$ cat config.mk
export PLATFORM = sky130hd
export DESIGN_NAME = rrsb_top
export DESIGN_NICKNAME = d
export VERILOG_FILES = /design/src/rrsb_pkg.sv /design/src/rrsb_alu.sv /design/src/rrsb_top.sv
export SDC_FILE = /design/constraint.sdc
export NUM_CORES = 1
export LEC_CHECK = 0
export BUFFER_PORTS_ARGS = -buffer_cell sky130_fd_sc_hd__buf_4
export CAP_MARGIN = 20
export CORE_ASPECT_RATIO = 2
export CORE_MARGIN = 2
export CORE_UTILIZATION = 55
export CTS_BUF_LIST = sky130_fd_sc_hd__clkbuf_4
export DETAILED_ROUTE_END_ITERATION = 12
export PLACE_DENSITY_LB_ADDON = 0.15
export SYNTH_ARGS = -nofsm -noshare
export SYNTH_HDL_FRONTEND = slang
export SYNTH_SLANG_ARGS = --single-unit
$ cat constraint.sdc
create_clock -name i_ref_clk -period 3.9 [get_ports i_ref_clk]
set_clock_uncertainty 0.2 [all_clocks]
set_input_delay 0.39 -clock i_ref_clk [delete_from_list [all_inputs] [get_ports i_ref_clk]]
set_output_delay 0.39 -clock i_ref_clk [all_outputs]
set_load 0.01 [all_outputs]
$ cat src/rrsb_pkg.sv
// shared types and constants for the rotate-right / subtract-with-borrow datapath
package rrsb_pkg;
    localparam int RRSB_W = 8;
    localparam int RRSB_MSB = 7;
    localparam int RRSB_NIB = 4;
    localparam logic [7:0] RRSB_ZERO = 8'h00;
    localparam logic [7:0] RRSB_WORK_RST = 8'h00;

    typedef enum logic [2:0] {
        RRSB_OP_NONE,
        RRSB_OP_ROT_RIGHT_MEM,
        RRSB_OP_ROT_RIGHT_TO_WORK_REG,
        RRSB_OP_ROT_RIGHT_THRU_BORROW_MEM,
        RRSB_OP_ROT_RIGHT_THRU_BORROW_TO_WORK_REG,
        RRSB_OP_SUB_WITH_BORROW_TO_WORK_REG,
        RRSB_OP_SUB_WITH_BORROW_TO_MEM
    } rrsb_op_t;

    // status flags held by the core
    typedef struct packed {
        logic signed_wrap_flag;
        logic result_null_flag;
        logic nibble_borrow_flag;
        logic borrow_inverse_bit;
        logic signed_borrow_flag;
        logic chained_null_flag;
    } rrsb_flags_t;

    localparam rrsb_flags_t RRSB_FLAGS_RST = '0;

    // one instruction request from the decoder
    typedef struct packed {
        logic valid;
        rrsb_op_t op;
        logic [7:0] mem_data;
    } rrsb_req_t;

    // result toward memory
    typedef struct packed {
        logic write;
        logic [7:0] data;
    } rrsb_mem_wr_t;
endpackage

$ cat src/rrsb_alu.sv
// combinational rotate and subtract unit
`timescale 1ns/1ns
module rrsb_alu
    import rrsb_pkg::*;
(
    input wire rrsb_op_t i_op,
    input wire logic [7:0] i_mem,
    input wire logic [7:0] i_work,
    input wire rrsb_flags_t i_flags,
    output logic [7:0] o_result,
    output rrsb_flags_t o_flags
);
    logic [8:0] diff;
    logic [4:0] low_diff;
    logic borrow_in;

    always_comb begin
        borrow_in = ~i_flags.borrow_inverse_bit;
        diff = {1'b0, i_work} - {1'b0, i_mem} - {8'h00, borrow_in};
        low_diff = {1'b0, i_work[3:0]} - {1'b0, i_mem[3:0]} - {4'h0, borrow_in};
        o_result = i_mem;
        o_flags = i_flags;
        case (i_op)
            RRSB_OP_ROT_RIGHT_MEM, RRSB_OP_ROT_RIGHT_TO_WORK_REG: begin
                o_result = {i_mem[0], i_mem[RRSB_MSB:1]}; // RQ1
            end
            RRSB_OP_ROT_RIGHT_THRU_BORROW_MEM, RRSB_OP_ROT_RIGHT_THRU_BORROW_TO_WORK_REG: begin
                o_result = {i_flags.borrow_inverse_bit, i_mem[RRSB_MSB:1]}; // RQ3
                o_flags.borrow_inverse_bit = i_mem[0]; // RQ4
            end
            RRSB_OP_SUB_WITH_BORROW_TO_WORK_REG, RRSB_OP_SUB_WITH_BORROW_TO_MEM: begin
                o_result = diff[7:0]; // RQ5
                o_flags.borrow_inverse_bit = ~diff[8]; // RQ7
                o_flags.nibble_borrow_flag = ~low_diff[4]; // RQ8
                o_flags.signed_wrap_flag = (i_work[7] ^ i_mem[7]) & (i_work[7] ^ diff[7]); // RQ8
                o_flags.result_null_flag = (diff[7:0] == RRSB_ZERO); // RQ8
                // signed view: true sign of the 9-bit signed difference
                o_flags.signed_borrow_flag = diff[7] ^ o_flags.signed_wrap_flag; // RQ8
                // chained zero keeps prior zero so multi-byte compares work
                // limitation: it starts clear and no op in this project sets it, so the chain never seeds
                o_flags.chained_null_flag = (diff[7:0] == RRSB_ZERO) & i_flags.chained_null_flag; // RQ8
            end
            default: begin
                o_result = i_mem;
            end
        endcase
    end
endmodule // rrsb_alu

$ cat src/rrsb_top.sv
// datapath for right rotates and subtract with borrow
`timescale 1ns/1ns
// What this block does
// RQ1 - memory rotate right: bit0 goes to bit7, result to memory, flags kept.
// RQ2 - rotate right to work_reg: memory untouched, flags kept.
// RQ3 - through-borrow rotate: nine-bit ring with borrow_inverse_bit, result to memory.
// RQ4 - through-borrow rotate to work_reg: borrow bit from memory bit0, memory kept.
// RQ5 - subtract: work_reg minus memory minus inverse borrow bit, into work_reg.
// RQ6 - subtract to memory: same difference written to memory instead.
// RQ7 - after subtract, borrow bit is 0 if negative, else 1.
// RQ8 - subtract updates six flags; through-borrow rotates only the borrow bit.
module rrsb_top
    import rrsb_pkg::*;
(
    input wire logic i_ref_clk,
    input wire logic i_resetn,
    input wire rrsb_req_t i_req,
    output rrsb_mem_wr_t o_mem_wr,
    output logic [7:0] o_work_reg,
    output rrsb_flags_t o_flags
);
    typedef struct packed {
        logic rst_meta;
        logic rst_sync;
        logic [7:0] work_reg;
        rrsb_flags_t flags;
        rrsb_mem_wr_t mem_wr;
    } rrsb_state_t;

    localparam rrsb_state_t RRSB_STATE_RST = '{rst_meta: 1'b0, rst_sync: 1'b0, work_reg: RRSB_WORK_RST,
        flags: RRSB_FLAGS_RST, mem_wr: '0};

    rrsb_state_t st_reg;
    rrsb_state_t st_next;
    logic resetn_sync;
    logic [7:0] alu_result;
    rrsb_flags_t alu_flags;

    // op classes, shared by the strobe check and the hold checks
    function automatic logic op_writes_mem(input rrsb_op_t op);
        return op inside {RRSB_OP_ROT_RIGHT_MEM, RRSB_OP_ROT_RIGHT_THRU_BORROW_MEM,
            RRSB_OP_SUB_WITH_BORROW_TO_MEM};
    endfunction

    function automatic logic op_writes_work(input rrsb_op_t op);
        return op inside {RRSB_OP_ROT_RIGHT_TO_WORK_REG, RRSB_OP_ROT_RIGHT_THRU_BORROW_TO_WORK_REG,
            RRSB_OP_SUB_WITH_BORROW_TO_WORK_REG};
    endfunction

    function automatic logic op_moves_flags(input rrsb_op_t op);
        return op inside {RRSB_OP_ROT_RIGHT_THRU_BORROW_MEM, RRSB_OP_ROT_RIGHT_THRU_BORROW_TO_WORK_REG,
            RRSB_OP_SUB_WITH_BORROW_TO_WORK_REG, RRSB_OP_SUB_WITH_BORROW_TO_MEM};
    endfunction

    // reset release through two flops so all state leaves reset on one edge
    assign resetn_sync = st_reg.rst_sync;

    rrsb_alu u_alu (
        .i_op(i_req.op),
        .i_mem(i_req.mem_data),
        .i_work(st_reg.work_reg),
        .i_flags(st_reg.flags),
        .o_result(alu_result),
        .o_flags(alu_flags)
    );

    always_comb begin
        st_next = st_reg;
        st_next.rst_meta = 1'b1;
        st_next.rst_sync = st_reg.rst_meta;
        st_next.mem_wr.write = 1'b0;
        st_next.mem_wr.data = st_reg.mem_wr.data;
        if (i_req.valid) begin
            case (i_req.op)
                RRSB_OP_ROT_RIGHT_MEM: begin
                    st_next.mem_wr.write = 1'b1; // RQ1
                    st_next.mem_wr.data = alu_result;
                end
                RRSB_OP_ROT_RIGHT_TO_WORK_REG: begin
                    st_next.work_reg = alu_result; // RQ2
                end
                RRSB_OP_ROT_RIGHT_THRU_BORROW_MEM: begin
                    st_next.mem_wr.write = 1'b1; // RQ3
                    st_next.mem_wr.data = alu_result;
                    st_next.flags.borrow_inverse_bit = alu_flags.borrow_inverse_bit; // RQ8
                end
                RRSB_OP_ROT_RIGHT_THRU_BORROW_TO_WORK_REG: begin
                    st_next.work_reg = alu_result; // RQ4
                    st_next.flags.borrow_inverse_bit = alu_flags.borrow_inverse_bit; // RQ4
                end
                RRSB_OP_SUB_WITH_BORROW_TO_WORK_REG: begin
                    st_next.work_reg = alu_result; // RQ5
                    st_next.flags = alu_flags; // RQ8
                end
                RRSB_OP_SUB_WITH_BORROW_TO_MEM: begin
                    st_next.mem_wr.write = 1'b1; // RQ6
                    st_next.mem_wr.data = alu_result;
                    st_next.flags = alu_flags; // RQ8
                end
                default: begin
                    st_next.mem_wr.write = 1'b0;
                end
            endcase
        end
        // datapath held at its reset values until the synchronised release
        if (!st_reg.rst_sync) begin
            st_next.work_reg = RRSB_WORK_RST;
            st_next.flags = RRSB_FLAGS_RST;
            st_next.mem_wr = '0;
        end
    end

    // one register stage for all state; the reset branch loads constants only
    always_ff @(posedge i_ref_clk or negedge i_resetn) begin
        if (!i_resetn) begin
            st_reg <= RRSB_STATE_RST;
        end else begin
            st_reg <= st_next;
        end
    end

    assign o_mem_wr = st_reg.mem_wr;
    assign o_work_reg = st_reg.work_reg;
    assign o_flags = st_reg.flags;

    // independent sign-extended reference for the subtract flags
    logic [9:0] sdiff_chk;
    logic nib_ok_chk;
    assign sdiff_chk = {{2{st_reg.work_reg[7]}}, st_reg.work_reg} - {{2{i_req.mem_data[7]}}, i_req.mem_data}
        - {9'h000, ~st_reg.flags.borrow_inverse_bit};
    assign nib_ok_chk = ({1'b0, st_reg.work_reg[3:0]}
        >= ({1'b0, i_req.mem_data[3:0]} + {4'h0, ~st_reg.flags.borrow_inverse_bit}));
endmodule // rrsb_top

==> key figures <==
Outcome
  • Outcome: completed

Power
  • VDD IR max: 0.215 mV
  • Clk pwr share: 19.2%
  • Pwr/cell area: 293 nW/µm²
  • Seq pwr share: 42.6%
  • Internal: 422 µW
  • Leakage: 1.12 nW
  • Switching Share: 37.2%
  • Combinational cell fraction of total power: 38.2%
  • Net Switching: 250 µW
  • Overall power: 672 µW

Placed design
  • DP Area: 2250 µm²
  • Post-DP HPWL: 4080 µm
  • Gpl congestion: 0.934
  • Port buffer count: 36

Die
  • Starting Density: 57.4%
  • Die Wd: 46.2 µm
  • Number of core rows: 30
  • DIE HEIGHT: 88.4 µm
  • Die area: 4090 µm²
  • I/O pin cnt: 37
  • CORE AREA: 3420 µm²

STA
  • Final Hold Vio Count: 0
  • Max Slew Vio Count: 0
  • Post-layout minimum cycle time: 3.59 ns
  • RSZ-0062 raised after global routing: no
  • Period utilization: 92.1%
  • Setup TNS: 0 ns
  • Max_slew headroom: 65.8%
  • Setup violations, final: 0
  • Measured slew at the worst slew-check pin: 0.512 ns
  • Fmax: 278 MHz

Finish
  • Diode count: 0
  • Fillers: 296
  • Final Cell Area: 2290 µm²
  • Area Growth Syn to Fin: 16.9%
  • Largest register FFs: 9
  • Share of cells above drive strength 1: 18.4%
  • Final nets: 297

Drt
  • First-pass iteration count of the detailed router: 4
  • WL per Instance: 16.7 µm
  • Drt via density: 5.87
  • Via count: 1842
  • Antenna viol nets, final: 0
  • Total wire length: 5250 µm
  • DRC: 0
  • Initial DRC count: 69

Synth
  • Syn_area_per_cell: 8.38 µm²
  • Biggest area consumer among synthesized cells: dfrtp_1
  • Gate Count Post-Synth: 234
  • Post-synth EDFFs: 0
  • Mapped Area: 1960 µm²
  • Register bit total from synthesis: 25
  • Synth cell types: 50
  • Synth warn: 0
  • Largest cells by area after synthesis: dfrtp_1 32%, ha_1 8.9%, nand2_1 5.7%
  • Ys async rst share: 100%
  • Area share of the largest cell type after synthesis: 31.9%
  • Most used DFF post-synth: dfrtp_1
  • Synth Net Count: 264
  • Sequential area share after synthesis: 31.9%

Global route
  • Initial antenna violation count: 0
  • Gr ovfl total: 0
  • Total track usage: 28.5%
  • Vias in the first global route: 1764
  • Largest net degree at the start of global routing: 33
  • First-pass GRT wire length: 8330 µm

Job
  • Max-cap violations: 0

Setup path
  • Worst EP required: 3.99 ns
  • Most used cell, CP: fa_1
  • Setup CP Type: flip-flop to flip-flop
  • Arr. time, crit path: 3.68 ns
  • FF-to-FF Start: o_flags[2]
  • Setup slack, reg-to-reg: 0.31 ns
  • Critical Path End Type: flip-flop
  • Worst setup SP type: flip-flop
  • Biggest cell delay along the critical path: 0.54 ns
  • Reg2Reg Capture Point: o_flags[4]
  • R2r worst-path depth: 10
  • Worst path cell trace: fa_1 -> inv_1 -> ha_1 -> or2_2 -> fa_1 -> xor2_1 -> or4_1 -> or3_1 -> nor4_2 -> mux2_1
  • Max stage delay cell, worst path: fa_1
  • CP Max Fanout: 5

CTS
  • CTS Buffer Depth: 2
  • Number of buffers created by CTS: 3
  • Root Driver: clkbuf_4
  • Worst-path clk slew: 0.16 ns
  • H-tree levels: 1
  • CTS tree: done
  • Setup bufs post-CTS: 0
  • Worst-skew pair later-pin latency: 0.34 ns
  • CTS Sinks: 25

Hold path
  • Hold endpoint: o_flags[2]
  • Worst Hold Path Cells: 3
  • Hold Crit Start: i_req[0]
  • Hold Crit Class: input port to flip-flop
-- power by group through the flow --
stage	logic (mW)	registers [mW]	clock network (mW)
3_5_place_dp	0.253	0.292	0
3_3_place_gp	0.249	0.291	0
2_1_floorplan	0.167	0.294	0
6_report	0.257	0.286	0.129
5_1_grt	0.284	0.289	0.143
4_1_cts	0.255	0.287	0.132
-- placed cells by master, fill, tap and decap left out, types with 3 or more instances in the layout --
master    synthesis  final
xor2_1            3      3
a21oi_1          14     14
o21ai_1          13     13
mux2_1            4      4
o21ai_0           6      6
nand2b_1          5      5
clkbuf_4          0      3
buf_4             0     36
nor2_1           10     10
ha_1             14     14
and2_1           10     10
inv_1            22     22
nand3_1           8      8
o31ai_1           3      3
dfrtp_1          25     25
xnor2_1           7      7
mux2_2            5      5
nand2_1          30     30
-- area by class of cell --
type	count	area, µm²	share of cell area [%]
Tap cell	48	60.1	2.62
Timing Repair Buffer	37	280	12.2
Multi-Input combinational cell	177	1210	52.8
Clock buffer	3	22.5	0.983
Sequential cell	25	626	27.3
Inverter	23	86.3	3.77
Clock inverter	1	7.51	0.328
-- what timing repair did --
item	CTS	global route
gates resized for setup	0	0
hold buffers	1	0
endpoints found under the setup margin	0	0
endpoints found under the hold margin	25	0
-- worst max-delay path, delay by kind of cell (launching register included) --
family / cells / cell delay [ns]
fa+ha+maj: 3 / 1.12
simple gates: 4 / 1.32
flops: 1 / 0.51
xor+xnor: 1 / 0.19
buf+inv: 1 / 0.05
mux: 1 / 0.17
-- kinds of logic after synthesis --
group | after synthesis | share of synthesized area [%]
simple gates | 79 | 20.0
compound gates | 60 | 19.8
buf+inv | 32 | 6.38
flops | 25 | 31.9
fa+ha+maj | 16 | 11.0
mux | 11 | 6.19
xor+xnor | 10 | 4.47
other cells | 1 | 0.191
-- stage by stage --
step                util [%]  std cells  hold slack, ns  worst slack, ns
finish                  67.1        314           0.145            0.307
global route            67.1        314           0.150            0.119
detailed placement      65.9        309           0.117            0.201
floorplan                  -        234          -0.106            0.467
global placement        65.9        309           0.115            0.255
CTS                     67.1        314           0.136            0.290
-- routing by layer --
| layer | part of all wire, % | track usage [%] | vias up |
|---|---|---|---|
| met5 | 0 | 0 | - |
| met4 | 6.8 | 21.8 | 0 |
| met3 | 5.2 | 4.29 | 29 |
| met2 | 54 | 47.5 | 100 |
| met1 | 34 | 30.4 | 830 |
| li1 | - | - | 883 |
-- worst max path at each step --
stage                     startpoint          to  slack, ns  cells after the start
after global placement      i_req[0]  o_flags[4]       0.26                     13
after detailed placement    i_req[0]  o_flags[4]       0.20                     12
after global routing      o_flags[2]  o_flags[4]       0.12                     11
after CTS                 o_flags[2]  o_flags[4]       0.29                     10
after floorplan             i_req[0]  o_flags[4]       0.47                     11
final                     o_flags[2]  o_flags[4]       0.31                     10
-- synthesized netlist by cell type, drive strengths merged (3+ instances only) --
cell type	number
buf	6
and2	10
o21ai	19
nand2b	5
xor2	3
nor2	10
ha	14
dfrtp	25
inv	23
clkbuf	3
xnor2	7
nand2	31
a21oi	14
nand3	8
or2	3
o31ai	3
mux2	9
Power figures use the tool's default switching activity.
